File: src/rsl_pkg.sv
// Purpose: Shared constants and types for the reset strap latch.
// Assumes: Straps sit on shared bus address/data pins 31 down to 26.
// Notes:   Status register bits mirror the strap pin positions.
`default_nettype none

package rsl_pkg;

   // ---------------------------------------------------------------
   // Strap pin positions
   // ---------------------------------------------------------------
   localparam int unsigned STRAP_MSB = 31;
   localparam int unsigned STRAP_LSB = 26;
   localparam int unsigned STRAP_W = STRAP_MSB - STRAP_LSB + 1;
   localparam int unsigned POS_RATE_HI = 31;
   localparam int unsigned POS_RATE_LO = 30;
   localparam int unsigned POS_OSC_HOLD = 29;
   localparam int unsigned POS_RANGE = 28;
   localparam int unsigned POS_LEN_HI = 27;
   localparam int unsigned POS_LEN_LO = 26;

   // ---------------------------------------------------------------
   // Configuration status register
   // ---------------------------------------------------------------
   localparam logic [7:0] STRAP_CONFIG_STATUS_OFFSET = 8'h88;
   localparam logic [31:0] STRAP_CONFIG_STATUS_RESET = 32'h0000_0000;

   // ---------------------------------------------------------------
   // Strap encodings
   // ---------------------------------------------------------------
   typedef enum logic [1:0] {
      RATE_100MHZ = 2'b00,
      RATE_66MHZ_DEBUG = 2'b01,
      RATE_RESERVED = 2'b10,
      RATE_133MHZ = 2'b11
   } rsl_rate_e;

   typedef enum logic [1:0] {
      LEN_SHORT_NON_SLOT = 2'b00,
      LEN_SINGLE_OR_CLOSE = 2'b01,
      LEN_FAR_DUAL = 2'b10,
      LEN_FARTHEST = 2'b11
   } rsl_len_e;

   // Low selects 0.6 V to 1.0 V sensing, high selects 1.0 V to 1.4 V
   localparam logic RANGE_LOW_WINDOW = 1'b0;
   localparam logic RANGE_HIGH_WINDOW = 1'b1;

   // Defaults held until the first capture after reset release
   localparam logic [STRAP_W-1:0] STRAP_DEFAULT = 6'h08;

   // ---------------------------------------------------------------
   // Initialization stream
   // ---------------------------------------------------------------
   localparam int unsigned INIT_STREAM_LEN = 16;
   localparam logic [7:0] INIT_STREAM_HEADER = 8'hA5;
   localparam int unsigned INIT_HEADER_W = 8;
   localparam int unsigned INIT_POS_RATE = 8;
   localparam int unsigned INIT_POS_RANGE = 10;
   localparam int unsigned INIT_POS_LEN = 11;
   localparam int unsigned INIT_POS_DEBUG = 13;
   localparam int unsigned INIT_POS_RESV = 14;

   typedef enum logic [1:0] {
      STREAM_WAIT = 2'b00,
      STREAM_SEND = 2'b01,
      STREAM_DONE = 2'b11
   } rsl_stream_e;

endpackage : rsl_pkg

`default_nettype wire

File: src/rsl_strap_if.sv
// Purpose: Carries captured strap values from the sampler to the top.
// Assumes: One clock domain.
// Notes:   Valid rises once per reset and stays high.
`default_nettype none

interface rsl_strap_if;
   logic [rsl_pkg::STRAP_W-1:0] straps;
   logic valid;
   logic capture;

   modport src (output straps, output valid, output capture);
   modport sink (input straps, input valid, input capture);
endinterface : rsl_strap_if

`default_nettype wire

File: src/rsl_strap_sampler.sv
// Purpose: Synchronises the strap pins and latches them once per reset.
// Assumes: Board keeps the straps steady through reset and its release.
// Notes:   Synchroniser flops run through reset so they hold pin levels.
`default_nettype none

module rsl_strap_sampler (
   // Clock and reset
   input wire logic mclk,
   input wire logic resetn,
   // Strap pins
   input wire logic [rsl_pkg::STRAP_W-1:0] strap_pins,
   // Captured values
   rsl_strap_if.src cap
);

   // ---------------------------------------------------------------
   // Two-stage synchroniser, sampling while reset is held
   // ---------------------------------------------------------------
   logic [rsl_pkg::STRAP_W-1:0] sync1_q;
   logic [rsl_pkg::STRAP_W-1:0] sync2_q;

   always_ff @(posedge mclk) begin
      sync1_q <= strap_pins; // [RQ1]
      sync2_q <= sync1_q;
   end

   // ---------------------------------------------------------------
   // Single capture at the first edge after release
   // ---------------------------------------------------------------
   logic pending_q;

   always_ff @(posedge mclk or negedge resetn) begin
      if (!resetn) begin
         pending_q <= 1'b1;
      end else begin
         pending_q <= 1'b0;
      end
   end

   always_ff @(posedge mclk or negedge resetn) begin
      if (!resetn) begin
         cap.straps <= rsl_pkg::STRAP_DEFAULT;
         cap.valid <= 1'b0;
         cap.capture <= 1'b0;
      end else begin
         cap.capture <= pending_q;
         if (pending_q) begin
            cap.straps <= sync2_q; // [RQ1]
            cap.valid <= 1'b1;
         end
         // Later bus activity never reaches the held values [RQ10]
      end
   end

endmodule : rsl_strap_sampler

`default_nettype wire

File: src/rsl_reset_strap_latch.sv
// Purpose: Latches configuration straps at reset and publishes them.
// Assumes: Pull resistors set the shared bus pins during reset.
// Notes:   Status register is a read-only port image at its offset.
//
// How it works
// [RQ1] Sample straps in reset, hold after release
// [RQ2] High enables option, low disables it
// [RQ3] Expose latched fields in status register
// [RQ4] Straps shape the processor initialization stream
// [RQ5] Pins 31:30 choose bus clock rate
// [RQ6] 66 MHz encoding is debug only
// [RQ7] Board holds pin 29 low for bypass
// [RQ8] Pin 28 picks clock receiver range
// [RQ9] Pins 27:26 classify first processor bus
// [RQ10] Latched values constant until next reset
`default_nettype none

module rsl_reset_strap_latch #(
   parameter int unsigned STREAM_LEN = rsl_pkg::INIT_STREAM_LEN
) (
   // Clock and reset
   input wire logic mclk,
   input wire logic resetn,
   // Strap pins on the shared bus
   input wire logic [rsl_pkg::STRAP_MSB:rsl_pkg::STRAP_LSB] bus_ad_pins,
   // Operating configuration
   output logic [1:0] bus_clock_rate_select,
   output logic rate_debug_only,
   output logic rate_reserved,
   output logic osc_hold_n,
   output logic clock_receiver_range_select,
   output logic [1:0] bus_length_class,
   output logic config_valid,
   // Configuration status register image
   output logic [31:0] strap_config_status,
   // Processor initialization stream
   output logic processor_init_stream,
   output logic processor_init_stream_valid,
   output logic processor_init_stream_done
);

   // ---------------------------------------------------------------
   // Parameter check
   // ---------------------------------------------------------------
   localparam int unsigned STREAM_MIN = 16;
   localparam int unsigned STREAM_MAX = 64;

   generate
      if (STREAM_LEN < STREAM_MIN || STREAM_LEN > STREAM_MAX) begin : g_bad_len
         $error("STREAM_LEN must lie between 16 and 64");
      end
   endgenerate

   localparam int unsigned CNT_W = $clog2(STREAM_LEN + 1);
   localparam logic [CNT_W-1:0] CNT_ZERO = '0;
   localparam logic [CNT_W-1:0] CNT_ONE = CNT_W'(1);
   localparam logic [CNT_W-1:0] CNT_LAST = CNT_W'(STREAM_LEN - 1);

   // ---------------------------------------------------------------
   // Strap capture
   // ---------------------------------------------------------------
   rsl_strap_if cap_if ();

   rsl_strap_sampler u_sampler (
      .mclk(mclk),
      .resetn(resetn),
      .strap_pins(bus_ad_pins),
      .cap(cap_if.src)
   );

   localparam int unsigned IX_RATE_HI = rsl_pkg::POS_RATE_HI - rsl_pkg::STRAP_LSB;
   localparam int unsigned IX_RATE_LO = rsl_pkg::POS_RATE_LO - rsl_pkg::STRAP_LSB;
   localparam int unsigned IX_OSC = rsl_pkg::POS_OSC_HOLD - rsl_pkg::STRAP_LSB;
   localparam int unsigned IX_RANGE = rsl_pkg::POS_RANGE - rsl_pkg::STRAP_LSB;
   localparam int unsigned IX_LEN_HI = rsl_pkg::POS_LEN_HI - rsl_pkg::STRAP_LSB;
   localparam int unsigned IX_LEN_LO = rsl_pkg::POS_LEN_LO - rsl_pkg::STRAP_LSB;

   logic [1:0] rate_d;
   logic [1:0] len_d;
   logic range_d;
   logic osc_d;

   // Fields are only taken up in the cycle that capture is high
   always_comb begin
      rate_d = {cap_if.straps[IX_RATE_HI], cap_if.straps[IX_RATE_LO]}; // [RQ5]
      len_d = {cap_if.straps[IX_LEN_HI], cap_if.straps[IX_LEN_LO]}; // [RQ9]
      range_d = cap_if.straps[IX_RANGE]; // [RQ8]
      osc_d = cap_if.straps[IX_OSC]; // [RQ2]
   end

   // ---------------------------------------------------------------
   // Operating configuration outputs
   // ---------------------------------------------------------------
   always_ff @(posedge mclk or negedge resetn) begin
      if (!resetn) begin
         bus_clock_rate_select <= rsl_pkg::RATE_100MHZ;
         clock_receiver_range_select <= rsl_pkg::RANGE_LOW_WINDOW;
         bus_length_class <= rsl_pkg::LEN_SHORT_NON_SLOT;
         osc_hold_n <= 1'b1;
         config_valid <= 1'b0;
      end else if (cap_if.capture) begin
         bus_clock_rate_select <= rate_d; // [RQ5]
         clock_receiver_range_select <= range_d; // [RQ8]
         bus_length_class <= len_d; // [RQ9]
         // High level keeps the oscillator running; low means bypass [RQ2] [RQ7]
         osc_hold_n <= osc_d;
         config_valid <= cap_if.valid; // [RQ1]
      end
      // Otherwise every value holds until the next reset [RQ10]
   end

   // Flags warn firmware that the rate is not for normal operation
   always_ff @(posedge mclk or negedge resetn) begin
      if (!resetn) begin
         rate_debug_only <= 1'b0;
         rate_reserved <= 1'b0;
      end else if (cap_if.capture) begin
         rate_debug_only <= (rate_d == rsl_pkg::RATE_66MHZ_DEBUG); // [RQ6]
         rate_reserved <= (rate_d == rsl_pkg::RATE_RESERVED); // [RQ5]
      end
   end

   // ---------------------------------------------------------------
   // Configuration status register
   // ---------------------------------------------------------------
   logic [31:0] status_d;

   always_comb begin
      status_d = rsl_pkg::STRAP_CONFIG_STATUS_RESET;
      status_d[rsl_pkg::POS_RATE_HI:rsl_pkg::POS_RATE_LO] = rate_d; // [RQ3]
      status_d[rsl_pkg::POS_OSC_HOLD] = osc_d;
      status_d[rsl_pkg::POS_RANGE] = range_d; // [RQ3]
      status_d[rsl_pkg::POS_LEN_HI:rsl_pkg::POS_LEN_LO] = len_d; // [RQ3]
   end

   always_ff @(posedge mclk or negedge resetn) begin
      if (!resetn) begin
         strap_config_status <= rsl_pkg::STRAP_CONFIG_STATUS_RESET;
      end else if (cap_if.capture) begin
         strap_config_status <= status_d; // [RQ3] [RQ10]
      end
   end

   // ---------------------------------------------------------------
   // Initialization stream word
   // ---------------------------------------------------------------
   // Header, then rate, range, length, debug flag, reserved flag, parity
   logic [STREAM_LEN-1:0] word_d;
   logic [STREAM_LEN-1:0] word_q;

   always_comb begin
      word_d = '0;
      word_d[rsl_pkg::INIT_HEADER_W-1:0] = rsl_pkg::INIT_STREAM_HEADER;
      word_d[rsl_pkg::INIT_POS_RATE +: 2] = rate_d; // [RQ4]
      word_d[rsl_pkg::INIT_POS_RANGE] = range_d; // [RQ4]
      word_d[rsl_pkg::INIT_POS_LEN +: 2] = len_d; // [RQ4]
      word_d[rsl_pkg::INIT_POS_DEBUG] = (rate_d == rsl_pkg::RATE_66MHZ_DEBUG); // [RQ6]
      word_d[rsl_pkg::INIT_POS_RESV] = (rate_d == rsl_pkg::RATE_RESERVED);
      word_d[STREAM_LEN-1] = ^word_d[STREAM_LEN-2:0];
   end

   // ---------------------------------------------------------------
   // Initialization stream serializer
   // ---------------------------------------------------------------
   // Bit 0 leaves first; zeros fill in behind the word
   rsl_pkg::rsl_stream_e state_q;
   logic [CNT_W-1:0] bit_cnt_q;

   always_ff @(posedge mclk or negedge resetn) begin
      if (!resetn) begin
         state_q <= rsl_pkg::STREAM_WAIT;
      end else begin
         unique case (state_q)
            rsl_pkg::STREAM_WAIT: begin
               if (cap_if.capture) begin
                  state_q <= rsl_pkg::STREAM_SEND;
               end
            end
            rsl_pkg::STREAM_SEND: begin
               if (bit_cnt_q == CNT_LAST) begin
                  state_q <= rsl_pkg::STREAM_DONE;
               end
            end
            rsl_pkg::STREAM_DONE: begin
               state_q <= rsl_pkg::STREAM_DONE;
            end
            default: begin
               state_q <= rsl_pkg::STREAM_WAIT;
            end
         endcase
      end
   end

   always_ff @(posedge mclk or negedge resetn) begin
      if (!resetn) begin
         word_q <= '0;
         bit_cnt_q <= CNT_ZERO;
      end else if (state_q == rsl_pkg::STREAM_WAIT && cap_if.capture) begin
         word_q <= word_d; // [RQ4]
         bit_cnt_q <= CNT_ZERO;
      end else if (state_q == rsl_pkg::STREAM_SEND) begin
         word_q <= {1'b0, word_q[STREAM_LEN-1:1]};
         bit_cnt_q <= bit_cnt_q + CNT_ONE;
      end
   end

   // Valid rises one edge after the word loads
   always_ff @(posedge mclk or negedge resetn) begin
      if (!resetn) begin
         processor_init_stream <= 1'b0;
         processor_init_stream_valid <= 1'b0;
         processor_init_stream_done <= 1'b0;
      end else begin
         processor_init_stream <= (state_q == rsl_pkg::STREAM_SEND) & word_q[0]; // [RQ4]
         processor_init_stream_valid <= (state_q == rsl_pkg::STREAM_SEND);
         processor_init_stream_done <= (state_q == rsl_pkg::STREAM_DONE);
      end
   end

endmodule : rsl_reset_strap_latch

`default_nettype wire

File: config.mk
export PLATFORM = sky130hd
export DESIGN_NAME = rsl_reset_strap_latch
export DESIGN_NICKNAME = d
export VERILOG_FILES = /design/src/rsl_pkg.sv /design/src/rsl_strap_if.sv /design/src/rsl_strap_sampler.sv /design/src/rsl_reset_strap_latch.sv
export SDC_FILE = /design/constraint.sdc
export NUM_CORES = 1
export LEC_CHECK = 0
export BUFFER_PORTS_ARGS = -buffer_cell sky130_fd_sc_hd__buf_2
export CORE_MARGIN = 2
export CORE_UTILIZATION = 55
export CTS_BUF_LIST = sky130_fd_sc_hd__clkbuf_8
export CTS_CLUSTER_DIAMETER = 50
export DETAILED_ROUTE_END_ITERATION = 10
export PLACE_DENSITY = 0.81
export SYNTH_ARGS = -nofsm -noshare
export SYNTH_HDL_FRONTEND = slang
export SYNTH_SLANG_ARGS = --single-unit
File: constraint.sdc
create_clock -name mclk -period 1.7 [get_ports mclk]
set_input_delay 0.255 -clock mclk [delete_from_list [all_inputs] [get_ports mclk]]
set_output_delay 0.255 -clock mclk [all_outputs]
set_load 0.01 [all_outputs]
==> results of run 1 <==
[critical path, cell delays in order (launching register included)]
cell     delay, ns
dfrtp_1       0.40
inv_1         0.10
ha_1          0.20
xor2_1        0.17
xnor3_1       0.41
nand3_1       0.10
o21ai_1       0.06
[layout make-up]
| cell class | instances | area share, % |
|---|---|---|
| Sequential cell | 57 | 53.7 |
| Multi-Input combinational cell | 121 | 27.1 |
| Timing Repair Buffer | 31 | 6.67 |
| Clock buffer | 11 | 5.93 |
| Tap cell | 50 | 2.45 |
| Clock inverter | 5 | 2.16 |
| Inverter | 14 | 2.06 |
[per-stage QoR]
step,area (um2),cells,power (W),worst slack [ns]
floorplan,2380,230,0.00210,0.263
global placement,2350,273,0.00218,0.232
detailed placement,2350,273,0.00221,0.144
CTS,2550,289,0.00348,0.128
global route,2550,289,0.00363,0.0415
finish,2550,289,0.00344,0.143
[routing by layer]
layer,wire [um],GRT usage (%),share of wire (%),vias to the layer above
li1,-,-,-,671
met1,1570,22.0,45,659
met2,1730,26.9,49,34
met3,128,5.43,3.6,7
met4,91,13.3,2.6,0
met5,0,0,0,-
[path summary, 6_finish.rpt]
kind                            cells past startpoint                      end  slack, ns
worst max-delay path                                6               word_q[15]       0.14
worst min-delay path                                2             bit_cnt_q[2]      -0.01
worst max register to register                      6               word_q[15]       0.14
worst min register to register                      0     u_sampler.sync2_q[2]       0.33
max in group asynchronous                           2  u_sampler.cap.straps[3]       1.32
min in group mclk                                   1     u_sampler.sync1_q[1]       0.03
[kinds of logic after synthesis]
logic type	count (synthesis)	share of synthesized area (%)
flops	57	60.1
buf+inv	52	13.8
compound gates	44	12.0
simple gates	36	6.53
mux	6	2.97
fa+ha+maj	4	2.20
xor+xnor	4	2.14
other cells	1	0.165
[cell usage in the layout, fill, tap and decap left out, types with 2 or more instances in the layout]
cell type | netlist | layout
dfrtp_1 | 42 | 42
conb_1 | 1 | 27
buf_2 | 3 | 25
o21ai_0 | 19 | 19
nand2_1 | 18 | 18
inv_1 | 13 | 14
dfxtp_1 | 12 | 12
nor2_1 | 11 | 11
clkbuf_8 | 0 | 11
a21oi_1 | 8 | 8
a22o_1 | 7 | 7
mux2_2 | 6 | 6
buf_4 | 31 | 6
o22a_1 | 4 | 4
ha_1 | 4 | 4
dfstp_2 | 3 | 3
and2_1 | 2 | 2
nand3_1 | 2 | 2
a21o_1 | 2 | 2
xnor2_1 | 2 | 2
[power groups by stage]
| stage | clock (W) | combinational (W) | sequential [W] |
|---|---|---|---|
| final | 0.00126 | 0.000509 | 0.00168 |
| after global routing | 0.00135 | 0.000574 | 0.00170 |
| after CTS | 0.00129 | 0.000518 | 0.00168 |
| after detailed placement | 0 | 0.000512 | 0.00170 |
| after global placement | 0 | 0.000494 | 0.00168 |
| after floorplan | 0 | 0.000419 | 0.00168 |
[synthesized netlist by cell type, drive strengths merged, types with 2 or more instances]
cell type / number
o22a: 4
nand2: 18
and2: 2
a21o: 2
clkbuf: 4
dfxtp: 12
ha: 4
nor2: 11
nand3: 2
dfstp: 3
dfrtp: 42
buf: 34
a21oi: 8
xnor2: 2
inv: 14
o21ai: 21
a22o: 7
mux2: 6
[flip-flops by register name, indices dropped and copies added, names as in the netlist]
register                     count
bus_clock_rate_select            2
u_sampler.pending_q              1
strap_config_status              3
rate_debug_only                  1
rate_reserved                    1
bit_cnt_q                        5
processor_init_stream_done       1
bus_length_class                 1
config_valid                     1
osc_hold_n                       1
u_sampler.sync1_q                6
state_q                          2
u_sampler.cap.capture            1
u_sampler.sync2_q                6
u_sampler.cap.straps             6
word_q                          16
processor_init_stream            1
u_sampler.cap.valid              1
processor_init_stream_valid      1
==> reports/metrics.cfg, run 1 <==
[run_status]
status = complete, but fails checks
violations = negative hold slack

[clock_network]
hold_buffers = 0
htree_num_levels = 3
clkLatencyLatePin_ns = 0.33
clk_path_buf_depth = 2
cts-buffers-inserted = 9
cts_tree = yes
clk_pin_slew_ns = 0.06
cts.sinks = 57
postCtsSetupRepairBufs = 0
cts_root_buf = clkbuf_8
ctsResizeCount = 0

[layout]
drive_gt1_share_pct = 24.3
final_util_pct = 63.8
nets = 246
multi_input_area_um2 = 691
fillCellCount = 321
syn_to_final_growth_pct = 12.0
antenna_cells = 0
ff_latch_area_mm2 = 0.00137

[sta]
whs_ns = -0.0115
setup_viol = 0
fmax_mhz = 642
tightest_slew_ns = 0.544
slew_headroom_pct = 63.7
finalHoldViolCount = 8
fin_skew_ns = 0.00744
fin_tns_setup_ns = 0
grt_setup_unrepaired = no
period_minus_slack_ns = 1.56
finalCritPeriodShare_pct = 91.6
drv_slew = 0

[global_route]
grtUsageTotal_pct = 18.0
grt_overflow = 0
grt_pass1_vias = 1300
grt_pass1_wl_um = 5760
grt_max_degree = 46
antenna_found_initial = 0

[floorplan]
dieWidth_um = 68.4
io_pins = 52
num_rows = 23
start_util_pct = 57.0
die-height_um = 68.4
coreArea_mm2 = 0.00400
die-area_mm2 = 0.00467

[power_and_ir_drop]
p_int_w = 0.00256
pwr-share-comb_pct = 14.8
ir_drop_v = 0.000776
powerDensity_mw_per_mm2 = 1350
switchingPower_w = 0.000881
p_leak_nw = 1.23
power_frac_clock_pct = 36.5
seq_power_share_pct = 48.7
power_switching_share_pct = 25.6

[logic_synthesis]
syn_avg_cell_area_um2 = 11.2
yosys.area.top_type_share_pct = 46.1
ys_seq_area_share_pct = 60.1
synth_area_leader_cell = dfrtp_1
synth-edff-count = 0
postSynthCellCount = 204
synth_cell_type_count = 30
synth_area_leaders = dfrtp_1, dfxtp_1, buf_4, o21ai_0, dfstp_2
ys_seq_elements = 57
synth_area_mm2 = 0.00228
synth_warnings = 0
ys.flop_type = dfrtp_1
synth-async-reset-ratio_pct = 78.9

[routing]
vias = 1371
routed_via_density = 4.74
drt-total-wl_um = 3520
wl_per_cell_um = 12.2
firstDrtPassIters = 4
route.detailed.drc = 0
drtAntennaViolNets = 0
drt_iter0_drc = 124

[place]
dp_hpwl_um = 2350
gp_congestion = 0.760
portBuffers = 25

[flow_run]
drv_cap = 0

[setup_path]
setup.worst_path.class = flop to flop
arrival_ns = 1.77
start_kind = flop
crit_fanout = 3
worstPathRequired_ns = 1.91
cp-end-kind = flop
crit_start = u_sampler.cap.straps[5]
r2r-start = u_sampler.cap.straps[5]

[hold_path]
hp-class = input pin to asynchronous set/reset pin

Note: power is estimated with default switching activity, not from simulation.
==> inputs of run 2 (changes only) <==
--- a/config.mk
+++ b/config.mk
@@ -7,11 +7,10 @@
 export LEC_CHECK = 0
 export BUFFER_PORTS_ARGS = -buffer_cell sky130_fd_sc_hd__buf_2
 export CORE_MARGIN = 2
-export CORE_UTILIZATION = 55
+export CORE_UTILIZATION = 25
 export CTS_BUF_LIST = sky130_fd_sc_hd__clkbuf_8
 export CTS_CLUSTER_DIAMETER = 50
 export DETAILED_ROUTE_END_ITERATION = 10
-export PLACE_DENSITY = 0.81
 export SYNTH_ARGS = -nofsm -noshare
 export SYNTH_HDL_FRONTEND = slang
 export SYNTH_SLANG_ARGS = --single-unit
==> reports/metrics.cfg, run 2 (synthesis results as in run 1) <==
[run_status]
status = completed

[hold_path]
hp-class = flop to flop

[routing]
wl_met3_um = 219  ; +71%
top_layer = met4
routed-wl-met2_um = 1580  ; -8.5%
route.detailed.drc = 0  ; unchanged
routed_via_density = 3.92  ; -17%
vias = 1396  ; +1.8%
firstDrtPassIters = 4  ; unchanged
drtAntennaViolNets = 0  ; unchanged
wl_per_cell_um = 9.99  ; -18%
drt_iter0_drc = 88  ; -29%
wl_met1_um = 1680  ; +7.0%
drt-total-wl_um = 3560  ; +1.1%

[flow_run]
drv_cap = 0  ; unchanged

[sta]
grt_setup_unrepaired = no
finalWorstSetupSlack_ns = 0.150  ; +0.00726 ns
finalCritPeriodShare_pct = 91.2  ; -0.43 points
period_minus_slack_ns = 1.55  ; -0.00726 ns
fin_skew_ns = 0.00962  ; +0.00218 ns
slew_headroom_pct = 63.4  ; -0.38 points
drv_slew = 0  ; unchanged
finalHoldViolCount = 0  ; -8
fmax_mhz = 645  ; +0.47%
tightest_slew_ns = 0.550  ; +0.00569 ns
fin_tns_setup_ns = 0  ; unchanged
setup_viol = 0  ; unchanged

[layout]
drive_gt1_share_pct = 24.6  ; +0.33 points
nets = 255  ; +3.7%
largest_register_ffs = 16  ; unchanged
antenna_cells = 0  ; unchanged
largest-register = word_q
fillCellCount = 898  ; +180%
final_common_cell = dfrtp_1
fin_cells = 356  ; +23%
final_cell_area_mm2 = 0.00277  ; +8.4%
final_util_pct = 31.6  ; -32 points
final_cell_mix = dfrtp_1, conb_1, buf_2, o21ai_0, nand2_1
syn_to_final_growth_pct = 21.4

[setup_path]
path_cells = inv_1, ha_1, xnor2_1, xnor3_1, nand3_1, o21ai_1
crit_path_max_incr_delay_ns = 0.37  ; -0.04 ns
worstPathRequired_ns = 1.91  ; about the same
cp-end-kind = flop
setup.worst_path.class = flop to flop
path_delay_family = XOR/XNOR gates
start_kind = flop
crit_fanout = 3  ; unchanged
arrival_ns = 1.76  ; about the same
worstPathBufferInverterCount = 1  ; unchanged
cp_slowest_cell = dfrtp_1

[clock_network]
cts_tree = yes
htree_num_levels = 3  ; unchanged
ctsResizeCount = 0  ; unchanged
clk_pin_slew_ns = 0.07  ; about the same
postCtsSetupRepairBufs = 0  ; unchanged
cts_root_buf = clkbuf_8
cts.sinks = 57  ; unchanged
cts-buffers-inserted = 9  ; unchanged
clkLatencyLatePin_ns = 0.33  ; about the same
clk_path_buf_depth = 2  ; unchanged
hold_buffers = 7  ; +7

[global_route]
grtUsageTotal_pct = 8.42  ; -9.6 points
grt_pass1_wl_um = 6380  ; +11%
grt_overflow = 0  ; unchanged
antenna_found_initial = 0  ; unchanged
grt_pass1_vias = 1375  ; +5.8%
grt_max_degree = 46  ; unchanged

[floorplan]
coreArea_mm2 = 0.00876  ; +120%
num_rows = 34  ; +48%
start_util_pct = 26.0  ; -31 points
die-area_mm2 = 0.00989  ; +110%
die-height_um = 99.5  ; +45%
io_pins = 52  ; unchanged
dieWidth_um = 99.5  ; +45%

[power_and_ir_drop]
seq_power_share_pct = 43.9  ; -4.8 points
powerDensity_mw_per_mm2 = 1380  ; +2.2%
power_switching_share_pct = 23.4  ; -2.2 points
switchingPower_w = 0.000891  ; +1.2%
p_int_w = 0.00292  ; +14%
ir_drop_v = 0.000638  ; -18%
power_frac_clock_pct = 42.2  ; +5.7 points
pwr-share-comb_pct = 13.9  ; -0.9 points
p_leak_nw = 1.29  ; +4.9%

[place]
dp_hpwl_um = 2430  ; +3.4%
place_inst = 333  ; +22%
dpl_cell_area_mm2 = 0.00243  ; +3.7%
portBuffers = 25  ; unchanged
gp_congestion = 0.763  ; +0.39%
dp_slack_ns = 0.154  ; +0.00919 ns

-- run 2: power groups by stage --
stage | sequential (W) | clock, W | combinational [W]
floorplan | 0.00168 | 0 | 0.000419
global placement | 0.00169 | 0 | 0.000507
detailed placement | 0.00170 | 0 | 0.000524
CTS | 0.00167 | 0.00166 | 0.000541
global route | 0.00170 | 0.00173 | 0.000603
finish | 0.00167 | 0.00161 | 0.000530
-- run 2: layout make-up --
type                    count  area [um2]  area share, %
clock buffers              12         165           5.97
clock inverters             4        97.6           3.53
inverters                  14        52.6           1.90
multi-input cells         121         691           25.0
flip-flops and latches     57        1370           49.5
well taps                 108         135           4.88
repair buffers             40         255           9.23
-- run 2: per-layer routing --
layer	track usage, %	up-vias
li1	-	691
met1	10.4	647
met2	12.2	52
met3	3.58	6
met4	5.06	0
met5	0	-
-- run 2: path summary, 6_finish.rpt --
kind | slack, ns | start | endpoint | cells past startpoint
max | 0.15 | u_sampler.cap.straps[4] | word_q[15] | 6
min | 0.33 | u_sampler.sync1_q[2] | u_sampler.sync2_q[2] | 0
max reg2reg | 0.15 | u_sampler.cap.straps[4] | word_q[15] | 6
min reg2reg | 0.33 | u_sampler.sync1_q[2] | u_sampler.sync2_q[2] | 0
max in group asynchronous | 0.79 | resetn | word_q[5] | 3
min in group asynchronous | 0.53 | resetn | u_sampler.cap.straps[4] | 3
-- run 2: through the flow --
stage               hold WS, ns  total power [W]
finish                    0.326          0.00381
global route              0.341          0.00403
CTS                       0.327          0.00388
detailed placement        0.312          0.00222
global placement          0.311          0.00220
floorplan               -0.0406          0.00210
-- run 2: worst reg2reg max path, stage by stage, from the launching register on --
cell and delay [ns]:
dfrtp_1 0.37, inv_1 0.07, ha_1 0.30, xnor2_1 0.19, xnor3_1 0.34, nand3_1 0.10
o21ai_1 0.06
==> inputs of run 3 (changes only) <==
--- a/config.mk
+++ b/config.mk
@@ -11,6 +11,7 @@
 export CTS_BUF_LIST = sky130_fd_sc_hd__clkbuf_8
 export CTS_CLUSTER_DIAMETER = 50
 export DETAILED_ROUTE_END_ITERATION = 10
+export RECOVER_POWER = 50
 export SYNTH_ARGS = -nofsm -noshare
 export SYNTH_HDL_FRONTEND = slang
 export SYNTH_SLANG_ARGS = --single-unit
==> reports/metrics.cfg, run 3 (synthesis results as in run 1) <==
[run_status]
status = completed

[layout]
fillCellCount = 900  ; +0.22%
ff_latch_area_mm2 = 0.00137  ; unchanged
final_cell_mix = dfrtp_1, conb_1, buf_2, o21ai_0, nand2_1
final_cell_area_mm2 = 0.00276  ; -0.23%
drive_gt1_share_pct = 23.4  ; -1.2 points
largest-register = word_q
antenna_cells = 0  ; unchanged
syn_to_final_growth_pct = 21.1
largest_register_ffs = 16  ; unchanged
nets = 255  ; unchanged
final_common_cell = dfrtp_1
multi_input_area_um2 = 691  ; unchanged

[floorplan]
io_pins = 52  ; unchanged
num_rows = 34  ; unchanged
die-area_mm2 = 0.00989  ; unchanged
coreArea_mm2 = 0.00876  ; unchanged
start_util_pct = 26.0  ; unchanged
dieWidth_um = 99.5  ; unchanged
die-height_um = 99.5  ; unchanged

[place]
portBuffers = 25  ; unchanged
dp_hpwl_um = 2430  ; unchanged
gp_congestion = 0.763  ; unchanged
dpl_cell_area_mm2 = 0.00243  ; unchanged

[setup_path]
crit_fanout = 3  ; unchanged
crit_path_max_incr_delay_ns = 0.37  ; about the same
start_kind = flop
arrival_ns = 1.78  ; +0.02 ns
worstPathBufferInverterCount = 1  ; unchanged
rr_worst_depth = 6  ; unchanged
setup.worst_path.class = flop to flop
worstPathRequired_ns = 1.92  ; about the same
reg2reg_to = word_q[15]
r2r-start = u_sampler.cap.straps[4]
path_cells = inv_1, ha_1, xnor2_1, xnor3_1, nand3_1, o21ai_1
cp_slowest_cell = dfrtp_1
cp-end-kind = flop
reg2reg_slack_ns = 0.13  ; -0.02 ns
path_delay_family = XOR/XNOR gates

[global_route]
antenna_found_initial = 0  ; unchanged
grt_max_degree = 46  ; unchanged
grt_overflow = 0  ; unchanged
grt_pass1_vias = 1375  ; unchanged
grtUsageTotal_pct = 8.42  ; unchanged
grt_pass1_wl_um = 6380  ; unchanged

[hold_path]
hp-class = flop to flop
holdCritStartpoint = u_sampler.sync1_q[2]
hold_depth = 0  ; unchanged
min_to = u_sampler.sync2_q[2]

[sta]
finalHoldViolCount = 0  ; unchanged
fin_skew_ns = 0.00938  ; -0.000242 ns
slew_headroom_pct = 28.9  ; -34 points
drv_slew = 0  ; unchanged
grt_setup_unrepaired = no
fin_tns_setup_ns = 0  ; unchanged
tightest_slew_ns = 1.07  ; +0.516 ns
setup_viol = 0  ; unchanged
whs_ns = 0.326  ; +0.0000270 ns
finalCritPeriodShare_pct = 92.1  ; +0.90 points
period_minus_slack_ns = 1.57  ; +0.0153 ns
fmax_mhz = 639  ; -0.98%

[routing]
wl_per_cell_um = 10.1  ; +0.59%
drtAntennaViolNets = 0  ; unchanged
route.detailed.drc = 0  ; unchanged
drt-total-wl_um = 3580  ; +0.59%
routed_via_density = 3.93  ; +0.29%
drt_iter0_drc = 72  ; -18%
vias = 1400  ; +0.29%
firstDrtPassIters = 4  ; unchanged

[clock_network]
clk_pin_slew_ns = 0.07  ; about the same
htree_num_levels = 3  ; unchanged
cts-buffers-inserted = 9  ; unchanged
cts.sinks = 57  ; unchanged
cts_tree = yes
hold_buffers = 7  ; unchanged
postCtsSetupRepairBufs = 0  ; unchanged
clkLatencyLatePin_ns = 0.33  ; about the same
clk_path_buf_depth = 2  ; unchanged
ctsResizeCount = 0  ; unchanged
cts_root_buf = clkbuf_8

[power_and_ir_drop]
ir_drop_v = 0.000638  ; about the same
powerDensity_mw_per_mm2 = 1380  ; +0.16%
p_leak_nw = 1.29  ; -0.26%

[flow_run]
drv_cap = 0  ; unchanged

## run 3: worst max path at each step
stage	from	end	slack [ns]	cells past startpoint
after CTS	u_sampler.cap.straps[4]	word_q[15]	0.14	6
after global placement	u_sampler.cap.straps[4]	word_q[15]	0.22	6
after floorplan	u_sampler.cap.straps[4]	word_q[15]	0.26	6
after detailed placement	u_sampler.cap.straps[4]	word_q[15]	0.15	6
final	u_sampler.cap.straps[4]	word_q[15]	0.13	6
after global routing	resetn	word_q[4]	0.02	3
## run 3: power breakdown
group / total (W) / internal, W / switching (W) / leakage (nW)
combinational: 0.000528 / 0.000269 / 0.000258 / 0.526
sequential: 0.00167 / 0.00155 / 0.000118 / 0.637
clock: 0.00161 / 0.00109 / 0.000515 / 0.129
total: 0.00381 / 0.00292 / 0.000892 / 1.29
## run 3: final cells by class
cell class                 count  area share (%)
clock buffer                  12            5.98
clock inverter                 4            3.54
inverter                      14            1.90
multi-input combinational    121            25.0
sequential                    57            49.6
tap                          108            4.90
timing repair buffer          40            9.02
## run 3: metal layers
metal	GRT usage (%)	wire length (um)	vias up
met1	10.4	1690	646
li1	-	-	692
met5	0	0	-
met2	12.2	1580	52
met3	3.58	221	10
met4	5.06	90	0
## run 3: through the flow
stage / power (W) / worst slack [ns] / std cells / util, %
floorplan: 0.00210 / 0.263 / 230 / -
global placement: 0.00220 / 0.222 / 333 / 27.8
detailed placement: 0.00222 / 0.154 / 333 / 27.8
CTS: 0.00388 / 0.142 / 356 / 31.6
global route: 0.00403 / 0.0220 / 356 / 31.5
finish: 0.00381 / 0.135 / 356 / 31.5
## run 3: worst register-to-register path, stage by stage (launching register included)
cell	delay, ns
dfrtp_1	0.37
inv_1	0.07
ha_1	0.30
xnor2_1	0.19
xnor3_1	0.34
nand3_1	0.12
o21ai_1	0.07
